File: src/common/sleep_ctrl_pkg.sv
package sleep_ctrl_pkg;

    // mode selection codes
    localparam logic [2:0] MODE_IDLE = 3'h0;
    localparam logic [2:0] MODE_RSVD_1 = 3'h1;
    localparam logic [2:0] MODE_DEEP = 3'h2;
    localparam logic [2:0] MODE_COUNTER_KEPT = 3'h3;
    localparam logic [2:0] MODE_RSVD_4 = 3'h4;
    localparam logic [2:0] MODE_RSVD_5 = 3'h5;
    localparam logic [2:0] MODE_OSC_KEPT = 3'h6;
    localparam logic [2:0] MODE_OSC_COUNTER_KEPT = 3'h7;

    // halt after wake-up, in cpu clock cycles
    localparam int HALT_CYCLES = 4;
    localparam logic [2:0] HALT_LAST = 3'(HALT_CYCLES - 1);
    localparam logic [2:0] HALT_FIRST = 3'h0;

    // clock figures
    localparam int CLK_PERIOD_NS = 8;

    typedef enum logic [1:0] {
        ST_ACTIVE = 2'b00,
        ST_SLEEP = 2'b01,
        ST_OSC_WAIT = 2'b10,
        ST_HALT = 2'b11
    } state_type;

endpackage

File: src/rtl/pin_sync.sv
`timescale 1ns/100ps
module pin_sync #(
    parameter int WIDTH = 1
) (
    // clock and reset
    input wire logic ref_clk_i,
    input wire logic rst_i,
    // asynchronous and filtered levels
    input wire logic [WIDTH-1:0] pin_i,
    output logic [WIDTH-1:0] level_o
);
    logic [WIDTH-1:0] meta_q;
    logic [WIDTH-1:0] sync_q;
    logic [WIDTH-1:0] late_q;

    initial begin
        if (WIDTH < 1) begin
            $error("pin_sync width must be at least one");
        end
    end

    always_ff @(posedge ref_clk_i) begin
        if (rst_i) begin
            meta_q <= '0;
            sync_q <= '0;
            late_q <= '0;
        end else begin
            meta_q <= pin_i;
            sync_q <= meta_q;
            late_q <= sync_q;
        end
    end

    // a change counts once stages two and three agree
    always_ff @(posedge ref_clk_i) begin
        if (rst_i) begin
            level_o <= '0;
        end else begin
            for (int i = 0; i < WIDTH; i++) begin
                if (sync_q[i] == late_q[i]) begin
                    level_o[i] <= late_q[i];
                end
            end
        end
    end
endmodule

File: src/rtl/sleep_mode_controller.sv
`timescale 1ns/100ps
module sleep_mode_controller #(
    parameter int PERIPH_COUNT = 8
) (
    // clock and reset
    input wire logic ref_clk_i,
    input wire logic rst_i,
    // processor side
    input wire logic sleep_exec_i,
    input wire logic sleep_entry_allow_i,
    input wire logic [2:0] sleep_mode_select_i,
    input wire logic nvm_busy_i,
    // peripheral clock stop bits from software
    input wire logic [PERIPH_COUNT-1:0] periph_stop_i,
    // same-clock wake sources
    input wire logic any_irq_i,
    input wire logic rtc_irq_i,
    input wire logic rtc_run_i,
    // asynchronous wake sources and oscillator status
    input wire logic usb_resume_i,
    input wire logic port_async_irq_i,
    input wire logic twi_addr_match_i,
    input wire logic sys_osc_ready_i,
    // clock gating
    output logic cpu_clk_en_o,
    output logic nvm_clk_en_o,
    output logic [PERIPH_COUNT-1:0] periph_clk_en_o,
    output logic rtc_clk_en_o,
    output logic sys_osc_en_o,
    output logic rtc_osc_en_o,
    // processor control and status
    output logic cpu_halt_o,
    output logic sleeping_o,
    output logic resume_isr_o,
    output logic reset_vector_o,
    output logic [2:0] mode_o
);
    sleep_ctrl_pkg::state_type state_q, state_d;
    logic [2:0] mode_q;
    logic [2:0] mode_eff;
    logic [2:0] halt_cnt_q;
    logic [3:0] async_lvl;
    logic usb_s, port_s, twi_s, osc_rdy_s;
    logic mode_ok, sys_kept, rtc_kept, wake_now;
    logic per_dom_d, rtc_dom_d, sys_osc_d, rtc_osc_d;

    initial begin
        if (PERIPH_COUNT < 1) begin
            $error("peripheral count must be at least one");
        end
    end

    pin_sync #(.WIDTH(4)) u_pin_sync (
        .ref_clk_i(ref_clk_i),
        .rst_i(rst_i),
        .pin_i({sys_osc_ready_i, twi_addr_match_i, port_async_irq_i, usb_resume_i}),
        .level_o(async_lvl)
    );
    assign usb_s = async_lvl[0];
    assign port_s = async_lvl[1];
    assign twi_s = async_lvl[2];
    assign osc_rdy_s = async_lvl[3];

    // decode of the requested code
    always_comb begin
        case (sleep_mode_select_i)
            sleep_ctrl_pkg::MODE_IDLE, sleep_ctrl_pkg::MODE_DEEP,
            sleep_ctrl_pkg::MODE_COUNTER_KEPT, sleep_ctrl_pkg::MODE_OSC_KEPT,
            sleep_ctrl_pkg::MODE_OSC_COUNTER_KEPT: mode_ok = 1'b1;
            default: mode_ok = 1'b0;
        endcase
    end

    // mode in force for the next state: the requested code on the entry edge
    always_comb begin
        mode_eff = (state_q == sleep_ctrl_pkg::ST_ACTIVE) ? sleep_mode_select_i : mode_q;
    end

    // per-mode resources of the mode being entered or held
    always_comb begin
        sys_kept = 1'b0;
        rtc_kept = 1'b0;
        case (mode_eff)
            sleep_ctrl_pkg::MODE_IDLE: begin
                sys_kept = 1'b1;
                rtc_kept = 1'b1;
            end
            sleep_ctrl_pkg::MODE_COUNTER_KEPT: rtc_kept = 1'b1;
            sleep_ctrl_pkg::MODE_OSC_KEPT: sys_kept = 1'b1;
            sleep_ctrl_pkg::MODE_OSC_COUNTER_KEPT: begin
                sys_kept = 1'b1;
                rtc_kept = 1'b1;
            end
            default: begin
                sys_kept = 1'b0;
                rtc_kept = 1'b0;
            end
        endcase
    end

    // wake sources allowed in the latched mode
    always_comb begin
        wake_now = usb_s | port_s | twi_s;
        if (mode_q == sleep_ctrl_pkg::MODE_IDLE) begin
            wake_now = wake_now | any_irq_i | rtc_irq_i;
        end else if (rtc_kept) begin
            wake_now = wake_now | (rtc_irq_i & rtc_run_i);
        end
    end

    always_comb begin
        state_d = state_q;
        case (state_q)
            sleep_ctrl_pkg::ST_ACTIVE: begin
                if (sleep_exec_i && sleep_entry_allow_i && mode_ok) begin
                    state_d = sleep_ctrl_pkg::ST_SLEEP;
                end
            end
            sleep_ctrl_pkg::ST_SLEEP: begin
                if (wake_now) begin
                    state_d = sys_kept ? sleep_ctrl_pkg::ST_HALT : sleep_ctrl_pkg::ST_OSC_WAIT;
                end
            end
            sleep_ctrl_pkg::ST_OSC_WAIT: begin
                if (osc_rdy_s) begin
                    state_d = sleep_ctrl_pkg::ST_HALT;
                end
            end
            sleep_ctrl_pkg::ST_HALT: begin
                if (halt_cnt_q == sleep_ctrl_pkg::HALT_LAST) begin
                    state_d = sleep_ctrl_pkg::ST_ACTIVE;
                end
            end
            default: state_d = sleep_ctrl_pkg::ST_ACTIVE;
        endcase
    end

    // domains wanted in the next state
    always_comb begin
        per_dom_d = 1'b1;
        rtc_dom_d = 1'b1;
        sys_osc_d = 1'b1;
        rtc_osc_d = 1'b1;
        if (state_d == sleep_ctrl_pkg::ST_SLEEP || state_d == sleep_ctrl_pkg::ST_OSC_WAIT) begin
            per_dom_d = (mode_eff == sleep_ctrl_pkg::MODE_IDLE);
            rtc_dom_d = rtc_kept;
            rtc_osc_d = rtc_kept;
            sys_osc_d = sys_kept || state_d == sleep_ctrl_pkg::ST_OSC_WAIT;
        end
    end

    always_ff @(posedge ref_clk_i) begin
        if (rst_i) begin
            state_q <= sleep_ctrl_pkg::ST_ACTIVE;
        end else begin
            state_q <= state_d;
        end
    end

    // mode latched at entry, held through sleep
    always_ff @(posedge ref_clk_i) begin
        if (rst_i) begin
            mode_q <= sleep_ctrl_pkg::MODE_IDLE;
        end else if (state_q == sleep_ctrl_pkg::ST_ACTIVE && state_d == sleep_ctrl_pkg::ST_SLEEP) begin
            mode_q <= sleep_mode_select_i;
        end
    end

    always_ff @(posedge ref_clk_i) begin
        if (rst_i) begin
            halt_cnt_q <= sleep_ctrl_pkg::HALT_FIRST;
        end else if (state_q == sleep_ctrl_pkg::ST_HALT) begin
            halt_cnt_q <= halt_cnt_q + 3'h1;
        end else begin
            halt_cnt_q <= sleep_ctrl_pkg::HALT_FIRST;
        end
    end

    // clock gates; gating only, nothing is cleared on entry
    always_ff @(posedge ref_clk_i) begin
        if (rst_i) begin
            cpu_clk_en_o <= 1'b1;
            nvm_clk_en_o <= 1'b1;
            periph_clk_en_o <= '1;
            rtc_clk_en_o <= 1'b1;
            sys_osc_en_o <= 1'b1;
            rtc_osc_en_o <= 1'b1;
        end else begin
            cpu_clk_en_o <= (state_d == sleep_ctrl_pkg::ST_ACTIVE || state_d == sleep_ctrl_pkg::ST_HALT);
            nvm_clk_en_o <= (state_d == sleep_ctrl_pkg::ST_ACTIVE) || nvm_busy_i;
            periph_clk_en_o <= {PERIPH_COUNT{per_dom_d}} & ~periph_stop_i;
            rtc_clk_en_o <= rtc_dom_d;
            sys_osc_en_o <= sys_osc_d;
            rtc_osc_en_o <= rtc_osc_d;
        end
    end

    always_ff @(posedge ref_clk_i) begin
        if (rst_i) begin
            cpu_halt_o <= 1'b0;
            sleeping_o <= 1'b0;
            resume_isr_o <= 1'b0;
            reset_vector_o <= 1'b1;
            mode_o <= sleep_ctrl_pkg::MODE_IDLE;
        end else begin
            cpu_halt_o <= (state_d != sleep_ctrl_pkg::ST_ACTIVE);
            sleeping_o <= (state_d == sleep_ctrl_pkg::ST_SLEEP || state_d == sleep_ctrl_pkg::ST_OSC_WAIT);
            resume_isr_o <= (state_q == sleep_ctrl_pkg::ST_HALT && state_d == sleep_ctrl_pkg::ST_ACTIVE);
            reset_vector_o <= 1'b0;
            mode_o <= (state_q == sleep_ctrl_pkg::ST_ACTIVE && state_d == sleep_ctrl_pkg::ST_SLEEP) ? sleep_mode_select_i : mode_q;
        end
    end
endmodule

File: config.mk
export PLATFORM = sky130hd
export DESIGN_NAME = sleep_mode_controller
export DESIGN_NICKNAME = d
export VERILOG_FILES = /design/src/common/sleep_ctrl_pkg.sv /design/src/rtl/pin_sync.sv /design/src/rtl/sleep_mode_controller.sv
export SDC_FILE = /design/constraint.sdc
export NUM_CORES = 1
export LEC_CHECK = 0
export BUFFER_PORTS_ARGS = -buffer_cell sky130_fd_sc_hd__buf_4
export CAP_MARGIN = 20
export CORE_MARGIN = 8
export CORE_UTILIZATION = 53
export DETAILED_ROUTE_END_ITERATION = 7
export PLACE_DENSITY = 0.85
export SLEW_MARGIN = 25
export SYNTH_ARGS = -nofsm -noshare
export SYNTH_HDL_FRONTEND = slang
export SYNTH_SLANG_ARGS = --single-unit
File: constraint.sdc
create_clock -name ref_clk_i -period 7.1 [get_ports ref_clk_i]
set_clock_uncertainty 0.2 [all_clocks]
set_input_delay 0 -clock ref_clk_i [delete_from_list [all_inputs] [get_ports ref_clk_i]]
set_output_delay 0 -clock ref_clk_i [all_outputs]
set_load 0.01 [all_outputs]
==> results.py, run 1 <==
metrics = {
    "cts": {
        "cts_resized": 0,
        "insertion_delay_ps": 350,
        "clk_pin_slew_ps": 100,
        "cts_tree": "built",
        "holdBufCountCts": 32,
        "cts-root-buf": "clkbuf_4",
        "clock_sinks": 40,
        "numCtsBuffers": 5,
        "clock_path_buffers": 2,
        "htreeDepth": 2,
        "cts_setup_buffers": 0,
    },
    "timing": {
        "rsz0062_at_grt": "no",
        "fin_crit_ps": 3259,
        "max_freq_mhz": 306.8,
        "drv_slew": 0,
        "max_slew.worst_pin.slew_ps": 565.8,
        "final_hold_viol_count": 0,
        "slew_headroom_pct": 62.14,
        "fin_crit_sh_pct": 45.91,
        "setup-tns-final_ps": 0,
        "setup_viol": 0,
    },
    "drt": {
        "ant_nets": 0,
        "wirelength_mm": 3.889,
        "drt-pass1-iter-count": 4,
        "vias": 1327,
        "routed_via_density": 5.287,
        "wl_per_cell_um": 15.49,
        "drt_iter0_markers": 152,
        "post-route-drc-count": 0,
    },
    "yosys": {
        "yosysTopAreaCellShare_pct": 55.56,
        "synth.area.top_cells": "dfxtp_1 (56%), nor2b_1 (5.6%), o21bai_1 (4.7%)",
        "yosys_warnings": 0,
        "synth_seq_cells": 40,
        "post_synth_num_cell_types": 37,
        "yosysSeqAreaShare_pct": 55.56,
        "synthCells": 145,
        "syn_area_per_cell_um2": 9.941,
        "yosys.area.top_type": "dfxtp_1",
        "synth_nets": 171,
        "syn_area_mm2": 0.001441,
    },
    "cells_and_area": {
        "layout.nets": 245,
        "antenna_cells": 0,
        "drive_above_1_share_pct": 25.00,
        "syn_to_final_growth_pct": 48.09,
        "final_area_mm2": 0.002135,
    },
    "grt": {
        "grt.total_usage_pct": 18.06,
        "grt_pass1_wl_mm": 6.147,
        "grt_overflow": 0,
        "first_global_vias": 1389,
        "antenna_found_initial": 0,
        "grt_max_degree": 35,
    },
    "worst_setup_path": {
        "arrival_ps": 3300,
        "end_kind": "flop",
        "r2r_cells": 9,
        "cp-start-kind": "flop",
        "worst-path-max-fanout": 8,
        "worstPathRequired_ps": 7140,
        "critical_path_class": "flop to flop",
    },
    "power": {
        "vdd_ir_drop_max_uv": 208.0,
        "power_density_mw_per_mm2": 218.1,
        "leakagePower_nw": 0.9118,
    },
    "worst_hold_path": {
        "min_path_cells": 5,
        "hold_class": "input pin to flop",
    },
    "placement": {
        "hpwl_mm": 2.304,
        "place_area_mm2": 0.001755,
        "routabilityCongestion": 0.9772,
        "io_buffers": 42,
    },
    "die": {
        "boundaryPins": 43,
        "initial_core_util_pct": 54.14,
        "num_rows": 19,
        "chipHeight_um": 68.15,
        "dieWidth_um": 68.15,
        "die_area_mm2": 0.004644,
        "core_area_mm2": 0.002663,
    },
    "status": {
        "status": "finished clean",
    },
    "job": {
        "max-cap-violations": 0,
    },
}
==> final timing paths <==
check	slack [ps]	startpoint	endpoint
worst max-delay path	3840	mode_o[1]	periph_clk_en_o[5]
worst min register to register	250	u_pin_sync.meta_q[2]	u_pin_sync.sync_q[2]
worst max register to register	3840	mode_o[1]	periph_clk_en_o[5]
worst min-delay path	20	sleep_entry_allow_i	resume_isr_o
==> sequential cells by signal (all words and copies together), names as in the netlist <==
signal / count
u_pin_sync.meta_q: 4
halt_cnt_q: 3
resume_isr_o: 1
sleeping_o: 1
rtc_osc_en_o: 1
reset_vector_o: 1
periph_clk_en_o: 8
mode_o: 3
u_pin_sync.level_o: 4
cpu_clk_en_o: 1
cpu_halt_o: 1
nvm_clk_en_o: 1
sys_osc_en_o: 1
u_pin_sync.late_q: 4
state_q: 2
u_pin_sync.sync_q: 4
==> per-stage QoR <==
step / hold slack [ps] / util, % / total power [mW] / cells / setup WS, ps
6_report: 16.08 / 80.17 / 0.4655 / 251 / 3841
5_1_grt: 48.25 / 80.17 / 0.4893 / 251 / 3667
4_1_cts: 11.67 / 80.17 / 0.4625 / 251 / 3954
3_5_place_dp: -6.212 / 65.93 / 0.3319 / 211 / 4503
3_3_place_gp: -11.96 / 65.93 / 0.3284 / 211 / 4623
2_1_floorplan: -172.3 / - / 0.2966 / 145 / 4619
==> cells in the final DEF (no fill, tap or decap), drive strengths merged, types with 2 or more instances in the layout <==
master and instances:
o21a 2, nor2b 13, ha 3, o21ai 10, dlygate4sd3 32, nor2 11, nand2b 2, or3 2
inv 5, nand2 12, nand3 4, dfxtp 40, buf 42, clkbuf 8, o21bai 10, nor3 3
a21oi 8
==> metal layers <==
metal / up-vias / track usage (%) / part of all wire, %
met2: 67 / 33.88 / 53
met1: 610 / 15.71 / 35
li1: 640 / - / -
met5: - / 0 / 0
met4: 0 / 9.207 / 2.5
met3: 10 / 8.183 / 9.8
==> cells in the mapped netlist, drive strengths merged <==
master,instances
dfxtp,40
nor2b,13
nand2,12
nor2,11
o21ai,10
o21bai,10
a21oi,8
inv,5
buf,4
nand3,4
clkbuf,3
ha,3
nor3,3
nand2b,2
o21a,2
or3,2
a211oi,1
a21boi,1
a31oi,1
a32oi,1
mux2i,1
nand3b,1
nor3b,1
nor4b,1
o2111ai,1
o21ba,1
o311a,1
or2,1
xnor2,1
==> where the power goes <==
part           internal, mW  switching, mW  total (mW)  leakage, nW
Clock                0.0489         0.0684       0.117       0.0326
Sequential            0.239        0.00918       0.248        0.329
Combinational        0.0550         0.0448      0.0998        0.550
Total                 0.343          0.122       0.465        0.912
==> cell families after synthesis <==
| group | share of synthesized area (%) |
|---|---|
| and+or+nand+nor | 18.58 |
| DFF | 55.56 |
| AOI/OAI and AO/OA | 17.88 |
| buffers and inverters | 4.079 |
| adders and majority gates | 2.604 |
| xor gates and xnor gates | 0.6077 |
| muxes | 0.6945 |
==> worst max-delay path, cell delays in order (launching register included) <==
cell           delay [ps]
dfxtp_1               410
or3_4                 420
a32oi_1               230
a21boi_1              130
o21ai_4               190
inv_2                  80
ha_1                  320
nor2_1                460
o21bai_1              140
dlygate4sd3_1         580
==> area by class of cell <==
class | instances | area [µm²]
clock buffer | 8 | 58.81
fill | 175 | 528.0
timing repair buffer | 74 | 635.6
tap | 31 | 38.79
inverter | 5 | 18.77
sequential | 40 | 800.8
multi-input combinational | 93 | 581.8
(Power assumes the default switching activity.)
==> inputs of run 2 (changes only) <==
--- a/config.mk
+++ b/config.mk
@@ -8,9 +8,9 @@
 export BUFFER_PORTS_ARGS = -buffer_cell sky130_fd_sc_hd__buf_4
 export CAP_MARGIN = 20
 export CORE_MARGIN = 8
-export CORE_UTILIZATION = 53
+export CORE_UTILIZATION = 45
 export DETAILED_ROUTE_END_ITERATION = 7
-export PLACE_DENSITY = 0.85
+export PLACE_DENSITY = 0.77
 export SLEW_MARGIN = 25
 export SYNTH_ARGS = -nofsm -noshare
 export SYNTH_HDL_FRONTEND = slang
==> constraint.sdc (replaced) <==
create_clock -name ref_clk_i -period 2.6 [get_ports ref_clk_i]
set_clock_uncertainty 0.2 [all_clocks]
set_input_delay 0 -clock ref_clk_i [delete_from_list [all_inputs] [get_ports ref_clk_i]]
set_output_delay 0 -clock ref_clk_i [all_outputs]
set_load 0.01 [all_outputs]
==> run 2 against run 1 <==
  * Worst setup slack got worse by 3700 ps
  * Clock-buffer cell count fell by 3
  * Die area rose by 13%
  * Critical path type unchanged
  * Highest routed layer unchanged
==> results.py, run 2 (synthesis results as in run 1) <==
metrics = {
    "status": {
        "status": "finished clean",
    },
    "worst_setup_path": {
        "end_kind": "flop",
        "worst-path-max-fanout": 4,
        "critical_path_class": "flop to flop",
        "arrival_ps": 2500,
        "cp-start-kind": "flop",
        "worstPathRequired_ps": 2620,
    },
    "timing": {
        "setup_viol": 0,
        "setup-tns-final_ps": 0,
        "fin_crit_sh_pct": 95.11,
        "timing.hold.ws_ps": 32.56,
        "drv_slew": 0,
        "layout_setup_ws_ps": 127.1,
        "max_freq_mhz": 404.4,
        "fin_crit_ps": 2473,
        "rsz0062_at_grt": "no",
        "final_hold_viol_count": 0,
        "slew_headroom_pct": 79.44,
        "max_slew.worst_pin.slew_ps": 299.9,
    },
    "cells_and_area": {
        "final_cell_mix": "buf_4 (50), dfxtp_1 (40), dlygate4sd3_1 (22)",
        "fillers": 241,
        "final_area_mm2": 0.002107,
        "largest_reg_flops": 8,
        "syn_to_final_growth_pct": 46.18,
        "final_common_cell": "buf_4",
        "top_register": "periph_clk_en_o",
        "seqCellArea_um2": 800.8,
        "layout.nets": 243,
        "drive_above_1_share_pct": 30.23,
        "multi_input_area_um2": 596.8,
    },
    "cts": {
        "htreeDepth": 2,
        "clock_sinks": 40,
        "cts-root-buf": "clkbuf_4",
        "insertion_delay_ps": 330,
        "numCtsBuffers": 5,
        "cts_tree": "built",
        "clk_pin_slew_ps": 100,
        "clock_path_buffers": 2,
    },
    "worst_hold_path": {
        "hold_class": "input pin to flop",
    },
    "grt": {
        "antenna_found_initial": 1,
        "grt_max_degree": 35,
        "grt.total_usage_pct": 12.95,
        "first_global_vias": 1249,
        "grt_pass1_wl_mm": 5.478,
        "grt_overflow": 0,
    },
    "drt": {
        "vias": 1240,
        "met2_length_mm": 1.663,
        "wl_per_cell_um": 12.93,
        "ant_nets": 0,
        "drt-pass1-iter-count": 4,
        "met3WireLength_um": 308,
        "wl_met1_mm": 1.335,
        "wirelength_mm": 3.361,
        "routed_via_density": 4.769,
        "top_layer_used": "met4",
        "drt_iter0_markers": 98,
        "post-route-drc-count": 0,
    },
    "job": {
        "max-cap-violations": 0,
    },
    "power": {
        "seq_power_share_pct": 55.1,
        "power.switching_uw": 315.7,
        "comb_power_share_pct": 23.2,
        "swShare_pct": 26.10,
        "leakagePower_nw": 0.9071,
        "p_int_uw": 894.0,
        "power_frac_clock_pct": 21.7,
        "power_density_mw_per_mm2": 574.1,
        "vdd_ir_drop_max_uv": 376.6,
    },
    "die": {
        "boundaryPins": 43,
        "chipHeight_um": 72.60,
        "num_rows": 20,
        "initial_core_util_pct": 47.21,
        "die_area_mm2": 0.005270,
        "core_area_mm2": 0.003053,
        "dieWidth_um": 72.60,
    },
    "placement": {
        "routabilityCongestion": 0.9104,
        "place_ws_ps": 105.0,
        "io_buffers": 42,
        "hpwl_mm": 2.379,
        "place_area_mm2": 0.001824,
    },
}
run 2: repair_timing:
action	4_1_cts	5_1_grt
hold buffers	22	0
buffers inserted	0	1
setup endpoints to repair	0	1
endpoints found under the hold margin	36	0
resized for setup	0	3
run 2: area by class of cell:
type,instances,area share (%)
well taps,44,2.613
multi-input cells,93,28.33
inverters,5,0.8907
diodes,1,0.1188
repair buffers,72,28.27
flip-flops and latches,40,38.00
clock buffers,5,1.781
run 2: metal layers:
layer / track usage (%) / up-vias
li1: - / 628
met1: 12.92 / 564
met2: 22.86 / 42
met3: 6.319 / 6
met4: 4.222 / 0
met5: 0 / -
run 2: power groups by stage:
stage / Sequential (mW) / Clock [mW] / Combinational [mW]
floorplan: 0.697 / 0 / 0.113
global placement: 0.679 / 0 / 0.241
detailed placement: 0.682 / 0 / 0.245
CTS: 0.668 / 0.268 / 0.272
global route: 0.671 / 0.296 / 0.305
finish: 0.667 / 0.263 / 0.280
run 2: through the flow:
step	util, %	std cells	total power, mW
finish	69.02	260	1.210
global route	69.02	260	1.272
CTS	68.20	258	1.207
detailed placement	59.75	231	0.9266
global placement	59.75	231	0.9199
floorplan	-	145	0.8101
run 2: path summary, 6_finish.rpt:
path	start	endpoint	slack (ps)	cells past startpoint
worst min-delay path	sleep_entry_allow_i	resume_isr_o	30	5
worst min register to register	halt_cnt_q[0]	halt_cnt_q[0]	230	1
worst max register to register	mode_o[0]	sys_osc_en_o	130	10
worst max-delay path	mode_o[0]	sys_osc_en_o	130	10
run 2: worst max-delay path: stages (launching register included):
cell      delay [ps]
dfxtp_1          330
or3_4            400
a32oi_2          230
a21boi_1         130
o21ai_4          210
inv_2             80
ha_1             320
nor2_2           150
inv_1             80
nor3_2           170
o21ai_2           70
